[src/hdl/rqh_regs.svh]
// register offsets, bit positions, reset values and timing counts
// assumes a 16-bit host bus and a 25 MHz system clock
`ifndef RQH_REGS_SVH
`define RQH_REGS_SVH
`define RQH_A_RXC1 8'h74
`define RQH_A_RXC2 8'h76
`define RQH_A_HFS 8'h7C
`define RQH_A_HBC 8'h7E
`define RQH_A_DATA 8'h80
`define RQH_A_QCTL 8'h82
`define RQH_A_RDP 8'h86
`define RQH_A_DUR 8'h8C
`define RQH_A_BCT 8'h8E
`define RQH_A_IEN 8'h90
`define RQH_A_IST 8'h92
`define RQH_A_FCT 8'h9C
`define RQH_QC_REL 0
`define RQH_QC_DMA 3
`define RQH_QC_ADQ 4
`define RQH_QC_FCEN 5
`define RQH_QC_BCEN 6
`define RQH_QC_DTEN 7
`define RQH_QC_HOFF 9
`define RQH_QC_FCST 10
`define RQH_QC_BCST 11
`define RQH_QC_DTST 12
`define RQH_QC_WMASK 16'h02F8
`define RQH_RDP_AINC 14
`define RQH_IRQ_RX 13
`define RQH_C1_EN 0
`define RQH_C1_FC 10
`define RQH_RST16 16'h0000
`define RQH_TICK_NS 1000
`define RQH_CLK_NS 40
`define RQH_TICK_CYC (`RQH_TICK_NS / `RQH_CLK_NS)
`define RQH_FIFO_W 16
`define RQH_FIFO_D 8
`define RQH_HDR_D 4
`endif

[src/hdl/rqh_pkg.sv]
// types shared by the receive queue readout modules
// assumes rqh_regs.svh holds the numeric constants
package rqh_pkg;
    typedef logic [15:0] rqh_word_t;
    typedef logic [11:0] rqh_bc_t;
    typedef enum logic [2:0] {
        RQH_DMA_IDLE = 3'b001,
        RQH_DMA_DUMMY = 3'b010,
        RQH_DMA_STREAM = 3'b100
    } rqh_dma_t;
endpackage : rqh_pkg

[src/hdl/rqh_stream_if.sv]
// valid/ready word stream between the queue logic and its buffer
// assumes one clock domain shared by both ends
`timescale 1ns/1ns
interface rqh_stream_if;
    logic valid;
    logic ready;
    logic [15:0] data;
    logic [4:0] level;
    modport src (output valid, output data, input ready, input level);
    modport dst (input valid, input data, output ready, output level);
    modport rsrc (output valid, output data, input ready);
    modport rdst (input valid, input data, output ready);
endinterface : rqh_stream_if

[src/hdl/rqh_fifo.sv]
// word fifo with a registered output stage
// assumes synchronous valid/ready on both sides
`timescale 1ns/1ns
`include "rqh_regs.svh"
module rqh_fifo #(
    parameter int WIDTH = `RQH_FIFO_W,
    parameter int DEPTH = `RQH_FIFO_D
) (
    input wire logic i_clk, // system clock
    input wire logic i_rst_n, // async reset, active low
    rqh_stream_if.dst wr, // filling side
    rqh_stream_if.rsrc rd // draining side
);
    localparam int AW = $clog2(DEPTH);
    logic [WIDTH-1:0] mem [DEPTH];
    logic [AW-1:0] wp, rp, next_wp, next_rp;
    logic [AW:0] mcnt, next_mcnt;
    logic out_v, next_out_v;
    logic [WIDTH-1:0] out_d, next_out_d;
    logic push, pop, take, to_mem;

    // occupancy, pointers and output stage
    always_comb
    begin
        wr.level = 5'(mcnt + {{AW{1'b0}}, out_v});
        wr.ready = (mcnt + {{AW{1'b0}}, out_v}) < (AW+1)'(DEPTH);
        rd.valid = out_v;
        rd.data = out_d;
        push = wr.valid & wr.ready;
        pop = out_v & rd.ready;
        take = ~out_v | pop;
        to_mem = push & ~(take & (mcnt == '0));
        next_wp = to_mem ? AW'(wp + 1'b1) : wp;
        next_rp = rp;
        next_mcnt = mcnt;
        next_out_v = out_v & ~pop;
        next_out_d = out_d;
        if (take && mcnt != '0)
        begin
            next_out_d = mem[rp];
            next_out_v = 1'b1;
            next_rp = AW'(rp + 1'b1);
            next_mcnt = mcnt - 1'b1;
        end
        else if (take && push)
        begin
            next_out_d = wr.data;
            next_out_v = 1'b1;
        end
        if (to_mem)
        begin
            next_mcnt = next_mcnt + 1'b1;
        end
    end

    // storage write and state registers
    always_ff @(posedge i_clk or negedge i_rst_n)
    begin
        if (!i_rst_n)
        begin
            wp <= '0;
            rp <= '0;
            mcnt <= '0;
            out_v <= 1'b0;
            out_d <= '0;
        end
        else
        begin
            if (to_mem)
            begin
                mem[wp] <= wr.data;
            end
            wp <= next_wp;
            rp <= next_rp;
            mcnt <= next_mcnt;
            out_v <= next_out_v;
            out_d <= next_out_d;
        end
    end
endmodule : rqh_fifo

[src/hdl/rqh_receive_queue.sv]
// receive queue host readout: registers, thresholds, data port stream
// assumes host bus strobes and mac words are synchronous to i_clk
// Operation
// setting the dma-start bit opens a data-port access session
// auto-dequeue releases each frame once the host has read it
// frame-count check has an enable bit and a readable status bit
// byte-count check has an enable bit and a readable status bit
// duration timer check has an enable bit and readable status bit
// header-offset bit inserts two bytes ahead of frame data
// auto-increment advances the queue read position per data access
// frame wait time counted in 1 us ticks against its threshold
// queued bytes above the 16-bit threshold raise interrupt and status
// queued frames at or above 8-bit threshold raise interrupt, status
// frame counter upper byte reports frames queued at the interrupt
// interrupt enable bit 13 gates the receive interrupt output
// writing one clears each interrupt status bit, all ones clears all
// read-only register shows the head frame status word
// read-only register shows the head frame 12-bit byte count
// first data unit of each read session is a dummy value
// host reads each frame up to the next double-word boundary
// clearing the receive interrupt refreshes the frame counter value
// reading the frame counter loads head status and byte count
// after both head registers are read, next frame values load
// second receive control holds checksum enables and filter scheme
// frame kept as status, byte count, then data up to 2000 bytes
// first receive control bit 0 enables receive, bit 10 flow control
// interrupt output active while an enabled status bit is set
`timescale 1ns/1ns
`include "rqh_regs.svh"
module rqh_receive_queue (
    input wire logic i_clk, // system clock, 25 MHz
    input wire logic i_rst_n, // async reset, active low
    input wire logic i_cs_n, // chip select, active low
    input wire logic i_cmd, // 1 address phase, 0 data phase
    input wire logic i_rd_n, // read strobe, active low
    input wire logic i_wr_n, // write strobe, active low
    input wire rqh_pkg::rqh_word_t i_sd, // shared bus, input side
    output rqh_pkg::rqh_word_t o_sd, // shared bus, output side
    output logic o_sd_oe_n, // low while driving the bus
    input wire logic i_rx_valid, // receive word valid from mac
    input wire rqh_pkg::rqh_word_t i_rx_data, // receive word
    input wire logic i_rx_last, // last word of the frame
    input wire rqh_pkg::rqh_word_t i_rx_status, // frame status, on last
    input wire rqh_pkg::rqh_bc_t i_rx_bc, // frame byte count, on last
    output logic o_rx_ready, // queue accepts a word
    output logic o_rx_enable, // reception enabled
    output logic o_rx_flow_en, // receive flow control enabled
    output rqh_pkg::rqh_word_t o_rx_ctrl_two, // checksum/filter control
    output logic o_intr_n // interrupt, active low
);
    import rqh_pkg::*;

    localparam logic [4:0] TICK_LAST = 5'(`RQH_TICK_CYC - 1);
    localparam logic [4:0] LVL_MAX = 5'(`RQH_FIFO_D - 2);
    localparam logic [2:0] HDR_MAX = 3'(`RQH_HDR_D - 2);

    rqh_stream_if wq ();
    rqh_stream_if rq ();

    logic rd_q, wr_q, next_rd_q, next_wr_q;
    logic [7:0] addr, next_addr;
    logic [1:0] lanes, next_lanes;
    rqh_word_t rxc1, rxc2, qctl, dur_thr, bc_thr, interrupt_enable;
    rqh_word_t next_rxc1, next_rxc2, next_qctl, next_dur, next_bct, next_ier;
    logic isr_rx, next_isr, ainc, next_ainc;
    logic [7:0] fc_thr, fc_snap, next_fc_thr, next_fc_snap;
    rqh_word_t hfs, next_hfs;
    rqh_bc_t hbc, next_hbc;
    logic hfs_rd, hbc_rd, next_hfs_rd, next_hbc_rd;
    logic fc_st, bc_st, dt_st, next_fc_st, next_bc_st, next_dt_st;
    rqh_word_t hdr_st [`RQH_HDR_D];
    rqh_bc_t hdr_bc [`RQH_HDR_D];
    logic [1:0] wp, rp, pp, next_wp, next_rp, next_pp;
    logic [2:0] hcnt, next_hcnt;
    logic [15:0] btot, age, next_btot, next_age;
    logic [4:0] tick, next_tick;
    logic us_tick;
    logic [10:0] idx, next_idx, beg_w, dat_w, tot_w;
    logic drain, next_drain;
    rqh_dma_t dma, next_dma;
    rqh_word_t next_sd, rv, wv;
    logic next_oe_n, next_ready, next_intr_n;
    logic rd_stb, wr_stb, reg_rd, reg_wr, isr_clr, fin, have_hdr;
    logic in_data, at_end, word_ok, dread, adv, rel;
    logic fc_hit, bc_hit, dt_hit;

    // byte-lane merge of a host write
    function automatic rqh_word_t merge(rqh_word_t o, rqh_word_t n,
        logic [1:0] l);
        merge = {l[1] ? n[15:8] : o[15:8], l[0] ? n[7:0] : o[7:0]};
    endfunction : merge

    rqh_fifo #(
        .WIDTH(`RQH_FIFO_W),
        .DEPTH(`RQH_FIFO_D)
    ) u_fifo (
        .i_clk(i_clk),
        .i_rst_n(i_rst_n),
        .wr(wq.dst),
        .rd(rq.rsrc)
    );

    assign o_rx_enable = rxc1[`RQH_C1_EN];
    assign o_rx_flow_en = rxc1[`RQH_C1_FC];
    assign o_rx_ctrl_two = rxc2;

    // 1 us tick divider, runs while frames wait
    always_comb
    begin
        us_tick = (hcnt != 3'h0) && (tick == TICK_LAST);
        next_tick = (hcnt == 3'h0 || us_tick) ? 5'h00 : 5'(tick + 5'h01);
    end

    always_ff @(posedge i_clk or negedge i_rst_n)
    begin
        if (!i_rst_n)
            tick <= 5'h00;
        else
            tick <= next_tick;
    end

    // bus decode, registers, queue bookkeeping and data port
    always_comb
    begin
        next_rd_q = i_rd_n | i_cs_n;
        next_wr_q = i_wr_n | i_cs_n;
        rd_stb = ~i_cs_n & ~i_rd_n & rd_q;
        wr_stb = ~i_cs_n & ~i_wr_n & wr_q;
        reg_rd = rd_stb & ~i_cmd;
        reg_wr = wr_stb & ~i_cmd;
        next_addr = addr;
        next_lanes = lanes;
        if (wr_stb && i_cmd)
        begin
            next_addr = {i_sd[7:2], |i_sd[15:14], 1'b0};
            next_lanes = (|i_sd[15:14]) ? i_sd[15:14] : i_sd[13:12];
        end
        // head frame geometry, in 16-bit words
        have_hdr = hcnt != 3'h0;
        beg_w = qctl[`RQH_QC_HOFF] ? 11'h001 : 11'h000;
        dat_w = 11'(({1'b0, hdr_bc[rp]} + 13'h0001) >> 1);
        tot_w = 11'(((13'(hdr_bc[rp]) + {10'h000, beg_w[0], 1'b0}
                 + 13'h0003) >> 2) << 1);
        in_data = (idx >= beg_w) && (!have_hdr || idx < beg_w + dat_w);
        at_end = have_hdr && (11'(idx + 11'h001) >= tot_w);
        word_ok = !in_data || rq.valid;
        dread = reg_rd && addr == `RQH_A_DATA && dma != RQH_DMA_IDLE;
        adv = (dread && dma == RQH_DMA_STREAM && ainc && word_ok)
            || (drain && have_hdr && word_ok);
        rq.ready = adv && in_data;
        rel = adv && at_end && (qctl[`RQH_QC_ADQ] || drain);
        next_idx = idx;
        if (rel)
            next_idx = 11'h000;
        else if (adv && !at_end)
            next_idx = 11'(idx + 11'h001);
        next_drain = drain && !rel;
        // receive side: words to buffer, header on last word
        wq.valid = i_rx_valid && o_rx_ready;
        wq.data = i_rx_data;
        fin = wq.valid && i_rx_last;
        next_wp = fin ? 2'(wp + 2'h1) : wp;
        next_rp = rel ? 2'(rp + 2'h1) : rp;
        next_hcnt = 3'(hcnt + {2'h0, fin} - {2'h0, rel});
        next_btot = 16'(btot + (fin ? {4'h0, i_rx_bc} : 16'h0000)
                  - (rel ? {4'h0, hdr_bc[rp]} : 16'h0000));
        next_age = age;
        if (rel || !have_hdr)
            next_age = 16'h0000;
        else if (us_tick && age != 16'hFFFF)
            next_age = 16'(age + 16'h0001);
        next_ready = rxc1[`RQH_C1_EN] && wq.level <= LVL_MAX
                   && hcnt <= HDR_MAX;
        // threshold checks
        fc_hit = qctl[`RQH_QC_FCEN] && {5'h00, hcnt} >= fc_thr;
        bc_hit = qctl[`RQH_QC_BCEN] && btot > bc_thr;
        dt_hit = qctl[`RQH_QC_DTEN] && age > dur_thr;
        // read mux
        if (addr == `RQH_A_RXC1)
            rv = rxc1;
        else if (addr == `RQH_A_RXC2)
            rv = rxc2;
        else if (addr == `RQH_A_HFS)
            rv = hfs;
        else if (addr == `RQH_A_HBC)
            rv = {4'h0, hbc};
        else if (addr == `RQH_A_DATA)
            rv = (dma == RQH_DMA_STREAM && in_data && rq.valid)
               ? rq.data : 16'h0000;
        else if (addr == `RQH_A_QCTL)
            rv = qctl | {3'h0, dt_st, bc_st, fc_st, 10'h000};
        else if (addr == `RQH_A_RDP)
            rv = {1'b0, ainc, 3'h0, idx[9:0], 1'b0};
        else if (addr == `RQH_A_DUR)
            rv = dur_thr;
        else if (addr == `RQH_A_BCT)
            rv = bc_thr;
        else if (addr == `RQH_A_IEN)
            rv = interrupt_enable;
        else if (addr == `RQH_A_IST)
            rv = {2'h0, isr_rx, 13'h0000};
        else if (addr == `RQH_A_FCT)
            rv = {fc_snap, fc_thr};
        else
            rv = 16'h0000;
        next_sd = reg_rd ? rv : o_sd;
        next_oe_n = ~(~i_cs_n & ~i_rd_n & ~i_cmd);
        // register writes
        wv = i_sd;
        next_rxc1 = rxc1;
        next_rxc2 = rxc2;
        next_qctl = qctl;
        next_ainc = ainc;
        next_dur = dur_thr;
        next_bct = bc_thr;
        next_ier = interrupt_enable;
        next_fc_thr = fc_thr;
        isr_clr = 1'b0;
        if (reg_wr)
        begin
            if (addr == `RQH_A_RXC1)
                next_rxc1 = merge(rxc1, wv, lanes);
            else if (addr == `RQH_A_RXC2)
                next_rxc2 = merge(rxc2, wv, lanes);
            else if (addr == `RQH_A_QCTL)
            begin
                next_qctl = merge(qctl, wv, lanes) & `RQH_QC_WMASK;
                if (lanes[0] && wv[`RQH_QC_REL] && have_hdr)
                    next_drain = 1'b1;
            end
            else if (addr == `RQH_A_RDP && lanes[1])
                next_ainc = wv[`RQH_RDP_AINC];
            else if (addr == `RQH_A_DUR)
                next_dur = merge(dur_thr, wv, lanes);
            else if (addr == `RQH_A_BCT)
                next_bct = merge(bc_thr, wv, lanes);
            else if (addr == `RQH_A_IEN)
                next_ier = merge(interrupt_enable, wv, lanes);
            else if (addr == `RQH_A_IST)
                isr_clr = lanes[1] && wv[`RQH_IRQ_RX];
            else if (addr == `RQH_A_FCT && lanes[0])
                next_fc_thr = wv[7:0];
        end
        // sticky status, a new hit wins over the clear
        next_isr = (isr_rx && !isr_clr) || fc_hit || bc_hit || dt_hit;
        next_fc_st = (fc_st && !isr_clr) || fc_hit;
        next_bc_st = (bc_st && !isr_clr) || bc_hit;
        next_dt_st = (dt_st && !isr_clr) || dt_hit;
        next_fc_snap = isr_clr ? {5'h00, hcnt} : fc_snap;
        next_intr_n = ~(next_isr && next_ier[`RQH_IRQ_RX]);
        // head frame registers loaded by reads
        next_hfs = hfs;
        next_hbc = hbc;
        next_pp = pp;
        next_hfs_rd = hfs_rd || (reg_rd && addr == `RQH_A_HFS);
        next_hbc_rd = hbc_rd || (reg_rd && addr == `RQH_A_HBC);
        if (reg_rd && addr == `RQH_A_FCT)
        begin
            next_hfs = hdr_st[rp];
            next_hbc = hdr_bc[rp];
            next_pp = 2'(rp + 2'h1);
            next_hfs_rd = 1'b0;
            next_hbc_rd = 1'b0;
        end
        else if (next_hfs_rd && next_hbc_rd)
        begin
            next_hfs = hdr_st[pp];
            next_hbc = hdr_bc[pp];
            next_pp = 2'(pp + 2'h1);
            next_hfs_rd = 1'b0;
            next_hbc_rd = 1'b0;
        end
        // data port session
        next_dma = dma;
        case (dma)
            RQH_DMA_IDLE:
                if (next_qctl[`RQH_QC_DMA])
                    next_dma = RQH_DMA_DUMMY;
            RQH_DMA_DUMMY:
                if (!next_qctl[`RQH_QC_DMA])
                    next_dma = RQH_DMA_IDLE;
                else if (dread)
                    next_dma = RQH_DMA_STREAM;
            RQH_DMA_STREAM:
                if (!next_qctl[`RQH_QC_DMA])
                    next_dma = RQH_DMA_IDLE;
            default:
                next_dma = RQH_DMA_IDLE;
        endcase
    end

    // state registers
    always_ff @(posedge i_clk or negedge i_rst_n)
    begin
        if (!i_rst_n)
        begin
            rd_q <= 1'b1;
            wr_q <= 1'b1;
            addr <= 8'h00;
            lanes <= 2'h0;
            rxc1 <= `RQH_RST16;
            rxc2 <= `RQH_RST16;
            qctl <= `RQH_RST16;
            ainc <= 1'b0;
            dur_thr <= `RQH_RST16;
            bc_thr <= `RQH_RST16;
            interrupt_enable <= `RQH_RST16;
            isr_rx <= 1'b0;
            fc_thr <= 8'h00;
            fc_snap <= 8'h00;
            hfs <= `RQH_RST16;
            hbc <= 12'h000;
            hfs_rd <= 1'b0;
            hbc_rd <= 1'b0;
            fc_st <= 1'b0;
            bc_st <= 1'b0;
            dt_st <= 1'b0;
            wp <= 2'h0;
            rp <= 2'h0;
            pp <= 2'h0;
            hcnt <= 3'h0;
            btot <= 16'h0000;
            age <= 16'h0000;
            idx <= 11'h000;
            drain <= 1'b0;
            dma <= RQH_DMA_IDLE;
            o_sd <= `RQH_RST16;
            o_sd_oe_n <= 1'b1;
            o_rx_ready <= 1'b0;
            o_intr_n <= 1'b1;
        end
        else
        begin
            if (fin)
            begin
                hdr_st[wp] <= i_rx_status;
                hdr_bc[wp] <= i_rx_bc;
            end
            rd_q <= next_rd_q;
            wr_q <= next_wr_q;
            addr <= next_addr;
            lanes <= next_lanes;
            rxc1 <= next_rxc1;
            rxc2 <= next_rxc2;
            qctl <= next_qctl;
            ainc <= next_ainc;
            dur_thr <= next_dur;
            bc_thr <= next_bct;
            interrupt_enable <= next_ier;
            isr_rx <= next_isr;
            fc_thr <= next_fc_thr;
            fc_snap <= next_fc_snap;
            hfs <= next_hfs;
            hbc <= next_hbc;
            hfs_rd <= next_hfs_rd;
            hbc_rd <= next_hbc_rd;
            fc_st <= next_fc_st;
            bc_st <= next_bc_st;
            dt_st <= next_dt_st;
            wp <= next_wp;
            rp <= next_rp;
            pp <= next_pp;
            hcnt <= next_hcnt;
            btot <= next_btot;
            age <= next_age;
            idx <= next_idx;
            drain <= next_drain;
            dma <= next_dma;
            o_sd <= next_sd;
            o_sd_oe_n <= next_oe_n;
            o_rx_ready <= next_ready;
            o_intr_n <= next_intr_n;
        end
    end
endmodule : rqh_receive_queue

[config.mk]
export PLATFORM = sky130hd
export DESIGN_NAME = rqh_receive_queue
export DESIGN_NICKNAME = d
export VERILOG_FILES = /design/src/hdl/rqh_pkg.sv /design/src/hdl/rqh_stream_if.sv /design/src/hdl/rqh_fifo.sv /design/src/hdl/rqh_receive_queue.sv
export VERILOG_INCLUDE_DIRS = /design/src /design/src/hdl
export SDC_FILE = /design/constraint.sdc
export NUM_CORES = 1
export LEC_CHECK = 0
export BUFFER_PORTS_ARGS = -buffer_cell sky130_fd_sc_hd__buf_4
export CORE_ASPECT_RATIO = 0.7
export CORE_MARGIN = 2
export CORE_UTILIZATION = 62
export CTS_BUF_LIST = sky130_fd_sc_hd__clkbuf_8 sky130_fd_sc_hd__clkbuf_16
export DETAILED_ROUTE_END_ITERATION = 7
export HOLD_SLACK_MARGIN = 0.03
export MAX_ROUTING_LAYER = met4
export PLACE_DENSITY = 0.8
export SYNTH_ARGS = -nofsm -noshare
export SYNTH_HDL_FRONTEND = slang
export SYNTH_SLANG_ARGS = --single-unit
[constraint.sdc]
create_clock -name i_clk -period 7.5 [get_ports i_clk]
set_input_delay 0.75 -clock i_clk [delete_from_list [all_inputs] [get_ports i_clk]]
set_output_delay 0.75 -clock i_clk [all_outputs]
set_load 0.02 [all_outputs]
==> results of run 1 <==
-- where the power goes --
group          switching [mW]  internal (mW)
logic                   0.645          0.467
registers               0.124           2.94
clock network            1.08           1.38
-- flip-flops by register name, indices dropped and copies added, names as in the netlist, 4 cells and up --
register / cells
u_fifo.mem: 128
hdr_st: 64
hdr_bc: 48
age: 16
bc_thr: 16
btot: 16
dur_thr: 16
hfs: 16
interrupt_enable: 16
o_rx_ctrl_two: 16
o_sd: 16
rxc1: 16
u_fifo.rd.data: 16
hbc: 12
idx: 11
fc_thr: 8
addr: 7
qctl: 6
tick: 5
u_fifo.mcnt: 4
-- routing by layer --
layer	GRT usage (%)	vias up	part of all wire [%]
li1	-	7290	-
met1	49.9	8469	42
met2	48.4	896	44
met3	10.3	110	11
met4	9.75	0	2.5
met5	-	-	0
-- layout make-up --
| cell class | instances | area (um2) |
|---|---|---|
| flip-flops and latches | 490 | 13500 |
| well taps | 527 | 659 |
| inverters | 109 | 409 |
| clock inverters | 36 | 358 |
| multi-input cells | 1224 | 10100 |
| clock buffers | 52 | 1240 |
| repair buffers | 137 | 1040 |
| fillers | 2555 | 11300 |
| diodes | 3 | 7.51 |
-- worst max-delay path: cells and delay by family (launching register included) --
kind	cells	cell delay, ns
DFF	1	0.60
AOI/OAI and AO/OA	11	2.16
and+or+nand+nor	5	0.86
buffers and inverters	2	0.23
muxes	1	0.65
adders and majority gates	6	1.74
xor gates and xnor gates	3	0.58
-- logic make-up after synthesis --
logic type,synth area share [%]
xor gates and xnor gates,3.10
adders and majority gates,6.01
and+or+nand+nor,9.30
DFF,55.6
buffers and inverters,3.13
AOI/OAI and AO/OA,9.22
muxes,13.7
-- metrics by stage --
stage | setup WS (ns) | total power, mW
after global placement | 0.789 | 4.16
after floorplan | 1.21 | 3.84
after CTS | 0.646 | 6.64
final | 0.622 | 6.63
after detailed placement | 0.658 | 4.20
after global routing | 0.0377 | 6.89
-- synthesized netlist by cell type, types with 18 or more instances --
library cell	instances
sky130_fd_sc_hd__mux2i_1	35
sky130_fd_sc_hd__clkbuf_1	53
sky130_fd_sc_hd__ha_1	94
sky130_fd_sc_hd__o21ai_0	114
sky130_fd_sc_hd__edfxtp_1	240
sky130_fd_sc_hd__nand3_1	44
sky130_fd_sc_hd__dfrtp_1	245
sky130_fd_sc_hd__a221oi_1	18
sky130_fd_sc_hd__mux4_2	88
sky130_fd_sc_hd__nor2_1	97
sky130_fd_sc_hd__mux2_2	83
sky130_fd_sc_hd__nor3_1	32
sky130_fd_sc_hd__o22ai_1	25
sky130_fd_sc_hd__xnor2_1	43
sky130_fd_sc_hd__a21o_1	18
sky130_fd_sc_hd__inv_1	109
sky130_fd_sc_hd__xor2_1	41
sky130_fd_sc_hd__a21oi_1	72
sky130_fd_sc_hd__nand2_1	182
-- how the worst min path moves through the flow --
stage / start / endpoint / slack [ns] / cells after the start
2_1_floorplan: hfs_rd / hbc_rd / 0.41 / 1
3_3_place_gp: hfs_rd / hbc_rd / 0.43 / 1
3_5_place_dp: hbc_rd / hfs_rd / 0.45 / 1
4_1_cts: i_rst_n / age[1] / 0.18 / 1
5_1_grt: i_rst_n / age[1] / 0.22 / 1
6_report: i_rst_n / age[2] / 0.16 / 1
-- cells in the final DEF, fill, tap and decap left out, types with 7 or more instances in the layout --
cell                        netlist  routed
sky130_fd_sc_hd__dfrtp_1        245     242
sky130_fd_sc_hd__edfxtp_1       240     240
sky130_fd_sc_hd__nand2_1        182     182
sky130_fd_sc_hd__buf_4            4     136
sky130_fd_sc_hd__inv_1          109     117
sky130_fd_sc_hd__o21ai_0        114     114
sky130_fd_sc_hd__nor2_1          97      95
sky130_fd_sc_hd__ha_1            94      94
sky130_fd_sc_hd__mux4_2          88      88
sky130_fd_sc_hd__mux2_2          83      83
sky130_fd_sc_hd__a21oi_1         72      72
sky130_fd_sc_hd__clkbuf_16        0      47
sky130_fd_sc_hd__nand3_1         44      44
sky130_fd_sc_hd__xnor2_1         43      43
sky130_fd_sc_hd__xor2_1          41      41
sky130_fd_sc_hd__mux2i_1         35      35
sky130_fd_sc_hd__nor3_1          32      30
sky130_fd_sc_hd__o22ai_1         25      25
sky130_fd_sc_hd__a21o_1          18      18
sky130_fd_sc_hd__a221oi_1        18      18
sky130_fd_sc_hd__and2_1          16      16
sky130_fd_sc_hd__nand4_1         14      14
sky130_fd_sc_hd__fa_1            14      14
sky130_fd_sc_hd__nand2b_1        13      13
sky130_fd_sc_hd__and3_1          16      12
sky130_fd_sc_hd__a31oi_1         11      11
sky130_fd_sc_hd__o21a_1          11      11
sky130_fd_sc_hd__nor2b_1          9       9
sky130_fd_sc_hd__a22oi_1          9       9
sky130_fd_sc_hd__clkinv_1         0       9
sky130_fd_sc_hd__o211ai_1         8       8
sky130_fd_sc_hd__nor3b_2          2       7
sky130_fd_sc_hd__clkinv_2         0       7
==> impl_summary.txt, run 1 <==
----------------------------------------------------
[Timing]
  Min Clock Period, post-route ... 6.88 ns
  Fmax ... 0.145 GHz
  Unrepaired setup endpoints after global routing ... false
  Largest clock skew in the final design ... 0.0448 ns
  Post-Route Setup TNS ... 0 ns
  Final Max Slew Viols ... 0
  Final setup vio count ... 0
  Max transition margin ... 10.4%
  Final hold violation count ... 0
  Post-route clock period utilization ... 91.7%
  Tightest Pin Transition ... 1.33 ns
  Worst hold slack ... 0.157 ns

[Die]
  Die Area ... 0.0407 mm2
  Die Span X ... 240 um
  Core region area ... 0.0385 mm2
  Top-level port count ... 105
  Die height ... 169 um
  Placement Rows ... 60
  Initial standard-cell utilization of the core ... 62.9%

[Critical path]
  Data arrival time of the critical path ... 7.39 ns
  Data required time of the worst path ... 8.02 ns
  Endpoint class of the critical path ... flip-flop
  End of the worst register-to-register path ... btot[14]
  Worst setup startpoint ... rp[0]
  Largest stage delay on the critical path ... 0.65 ns
  R2R depth ... 28
  Worst-path maximum fanout ... 13
  Library cell contributing the largest single delay on the critical path ... sky130_fd_sc_hd__mux4_2
  Launching element type of the critical path ... flip-flop
  Worst reg-to-reg setup slack ... 0.62 ns
  Critical path endpoint ... btot[14]
  CP most frequent cell ... sky130_fd_sc_hd__ha_1
  Type of the worst setup path ... flip-flop to flip-flop
  Source of the worst register-to-register timing path ... rp[0]

[Clock tree]
  Maximum level of the CTS H-tree ... 2
  Worst skew pair latency ... 0.60 ns
  Post-cts resize count ... 0
  CTS sink cnt ... 490
  CTS tree ... done
  CTS Buf Count ... 47
  Max clock buf depth ... 3
  Clock tree root driver cell ... sky130_fd_sc_hd__clkbuf_16
  Clock transition at the registers of the reported paths ... 0.06 ns
  Setup Fix Bufs, Post-CTS ... 0
  Hold Buf Count CTS ... 0

[Power]
  Leakage power of the design ... 11.0 nW
  Pwr/cell area ... 243 mW/mm2
  Peak supply drop ... 0.226 mV

[Logic synthesis]
  Post-synthesis instance area ... 0.0242 mm2
  Share of Yosys cell area claimed by the top area cell type ... 29.7%
  Nets in the synthesized netlist ... 2,080
  Dominant cell type by area after synthesis ... sky130_fd_sc_hd__edfxtp_1
  Most common flop cell mapped by yosys ... sky130_fd_sc_hd__dfrtp_1
  Post-synthesis instance total ... 1,904
  EDFF count, synth ... 240
  Post-synth cell types ... 84
  Post-Syn Area per Cell ... 12.7 um2
  Synth async-reset ratio ... 51.0%
  Share of the yosys chip area belonging to registers ... 55.6%
  Synth Warn # ... 0
  Top cells by area in the synthesized netlist ... sky130_fd_sc_hd__edfxtp_1, sky130_fd_sc_hd__dfrtp_1, sky130_fd_sc_hd__mux4_2, sky130_fd_sc_hd__ha_1, sky130_fd_sc_hd__mux2_2
  Number of flip-flops and latches in the synthesized netlist ... 490

[Cells and area]
  Area added between synthesis and finish ... 12.4%
  Share of final-layout standard cells stronger than drive strength 1 ... 20.7%
  Layout Cell Area excl Fill ... 0.0273 mm2
  Post-layout net count ... 2,185
  Final Instance Count excl. Fillers ... 2,578
  Final core utilization ... 70.8%

[Global route]
  Final global-route overflow total ... 0
  First-pass GRT wire length ... 101,000 um
  Combined global-route utilization of all metal layers ... 34.7%
  Number of global-route vias before repair ... 16,467
  Maximum number of pins on one net before global-route repair ... 85
  Number of antenna violations at the first check in global routing ... 1

[Placed design]
  GPL Wtd Cong ... 0.988
  Number of port buffers ... 104
  DP Cell Count ... 2,487
  Placed inst area ... 0.0256 mm2
  HPWL after DPL ... 47,100 um

[Route]
  Via count ... 16,765
  First drt pass iteration count ... 6
  Via count normalized by instance count ... 6.50
  # DRC ... 0
  Detailed Route WL ... 67,100 um
  Final antenna-violating net count ... 0
  DRC violation total after the first TritonRoute iteration ... 1,936
  Average wire length per cell after detail routing ... 26.0 um

[Flow run]
  Number of max-cap violations ... 0

[Worst hold path]
  HP Class ... input pin to async pin

[Status]
  Run status ... finished, final reports clean

----------------------------------------------------
(Power assumes the default switching activity.)
==> run 2: changes to the inputs <==
PLACE_DENSITY = 0.81   (was 0.8)
==> run 2 against run 1 <==
Via count is 0.47% higher. Die area stayed put. Worst setup slack worse by 0.14 ns. Power is 0.15% higher. Sequential cell count stayed put. Combinational power hardly changed. Sequential share of layout area hardly changed. Global-route usage is 0.17 points lower. Largest power group unchanged.
==> impl_summary.txt, run 2 (synthesis results as in run 1) <==
----------------------------------------------------
[Status]
  Run status ... finished, final reports clean

[Critical path]
  CP most frequent cell ... sky130_fd_sc_hd__ha_1
  Worst setup startpoint ... rp[0]
  Worst-path maximum fanout ... 19
  Library cell contributing the largest single delay on the critical path ... sky130_fd_sc_hd__mux4_2
  Launching element type of the critical path ... flip-flop
  Data required time of the worst path ... 8.01 ns
  Largest stage delay on the critical path ... 0.68 ns
  Type of the worst setup path ... flip-flop to flip-flop
  Source of the worst register-to-register timing path ... rp[0]
  Endpoint class of the critical path ... flip-flop
  Data arrival time of the critical path ... 7.53 ns

[Power]
  Peak supply drop ... 0.241 mV
  Pwr/cell area ... 244 mW/mm2
  Power Total ... 6.64 mW
  Leakage power of the design ... 11.0 nW

[Timing]
  Fmax ... 0.143 GHz
  Post-Route Setup TNS ... 0 ns
  Post-route clock period utilization ... 93.5%
  Final Max Slew Viols ... 0
  Largest clock skew in the final design ... 0.0314 ns
  Final setup vio count ... 0
  Min Clock Period, post-route ... 7.02 ns
  Worst hold slack ... 0.0654 ns
  Final hold violation count ... 0
  Tightest Pin Transition ... 1.31 ns
  Unrepaired setup endpoints after global routing ... false
  Max transition margin ... 12.7%

[Cells and area]
  Number of flip-flops in the largest register ... 128
  Share of final-layout standard cells stronger than drive strength 1 ... 20.9%
  Post-layout net count ... 2,182
  Most common cell after layout, fill and taps aside ... sky130_fd_sc_hd__dfrtp_1
  Filler cell count in the final layout ... 2,581
  Largest registers ranked by flip-flop count ... u_fifo.mem x128, hdr_st x64, hdr_bc x48
  Register with the highest flop count ... u_fifo.mem
  Commonest cells after routing, fill and taps aside ... sky130_fd_sc_hd__dfrtp_1, sky130_fd_sc_hd__edfxtp_1, sky130_fd_sc_hd__nand2_1
  Area added between synthesis and finish ... 12.5%

[Route]
  First drt pass iteration count ... 6
  # DRC ... 0
  Via count ... 16,843
  DRC violation total after the first TritonRoute iteration ... 1,942
  Final antenna-violating net count ... 0
  Detailed Route WL ... 66,900 um
  Average wire length per cell after detail routing ... 26.0 um
  Via count normalized by instance count ... 6.54

[Clock tree]
  Max clock buf depth ... 3
  CTS Buf Count ... 47
  Hold Buf Count CTS ... 0
  Setup Fix Bufs, Post-CTS ... 0
  Maximum level of the CTS H-tree ... 2
  Clock transition at the registers of the reported paths ... 0.06 ns
  Post-cts resize count ... 0
  CTS sink cnt ... 490
  Clock tree root driver cell ... sky130_fd_sc_hd__clkbuf_16
  CTS tree ... done
  Worst skew pair latency ... 0.60 ns

[Placed design]
  HPWL after DPL ... 47,000 um
  GPL Wtd Cong ... 1.01
  Number of port buffers ... 104

[Die]
  Die Span X ... 240 um
  Core region area ... 0.0385 mm2
  Die height ... 169 um
  Top-level port count ... 105
  Initial standard-cell utilization of the core ... 62.9%
  Placement Rows ... 60
  Die Area ... 0.0407 mm2

[Flow run]
  Number of max-cap violations ... 0

[Global route]
  Combined global-route utilization of all metal layers ... 34.6%
  Number of antenna violations at the first check in global routing ... 3
  Final global-route overflow total ... 0
  Maximum number of pins on one net before global-route repair ... 152
  First-pass GRT wire length ... 101,000 um
  Number of global-route vias before repair ... 16,359

[Worst hold path]
  HP Class ... input pin to async pin

----------------------------------------------------
run 2: cell types whose count changed in the layout (fill, tap and decap cells not counted), sizes merged:
| cell | change |
|---|---|
| inv | +1 |
| clkinv | -1 |
| diode | -1 |
| bufinv | -1 |
| buf | -3 |
| clkbuf | +1 |
run 2: worst paths after layout:
kind / endpoint / slack, ns / cells after the start
worst min-delay path: tick[0] / 0.07 / 1
worst min register to register: hbc_rd / 0.45 / 1
worst max register to register: btot[14] / 0.48 / 28
max in group asynchronous: bc_st / 6.21 / 2
min in group i_clk: hdr_st[3][6] / 0.35 / 1
worst max-delay path: btot[14] / 0.48 / 28
run 2: where the power goes:
group | internal, mW | switching [mW] | leakage (nW)
clock | 1.38 | 1.07 | 0.837
sequential | 2.94 | 0.132 | 5.35
combinational | 0.469 | 0.654 | 4.86
total | 4.79 | 1.85 | 11.0
run 2: worst max-delay path, delay by kind of cell, from the launching register on:
family	cells	cell delay, ns
AO/OA/AOI/OAI	11	2.24
XOR/XNOR	3	0.59
adder cells (fa/ha/maj)	5	1.45
buffers and inverters	3	0.64
flip-flops	1	0.47
multiplexers	1	0.68
AND/OR/NAND/NOR	5	0.85
run 2: area by class of cell:
type / count / area, um2 / area share [%]
timing repair buffer: 134 / 1030 / 3.76
multi-input combinational: 1224 / 10100 / 36.9
antenna: 2 / 5.00 / 0.0184
tap: 527 / 659 / 2.42
clock inverter: 35 / 339 / 1.24
clock buffer: 53 / 1280 / 4.70
sequential: 490 / 13500 / 49.4
inverter: 109 / 409 / 1.50
run 2: metrics by stage:
stage,setup slack (ns),instance area [um2],utilization (%),cells
6_report,0.484,27300,70.8,2574
5_1_grt,0.0832,27300,70.8,2574
4_1_cts,0.551,27300,70.8,2572
3_5_place_dp,0.582,25600,66.6,2484
3_3_place_gp,0.798,25600,66.6,2484
2_1_floorplan,1.21,24200,-,1904
run 2: metal layers:
layer  wire length, um  track usage (%)  vias up
met4              1830             8.59        0
li1                  -                -     7280
met3              7570             8.30      144
met2             29300             48.6      922
met5                 0                -        -
met1             28200             51.1     8497
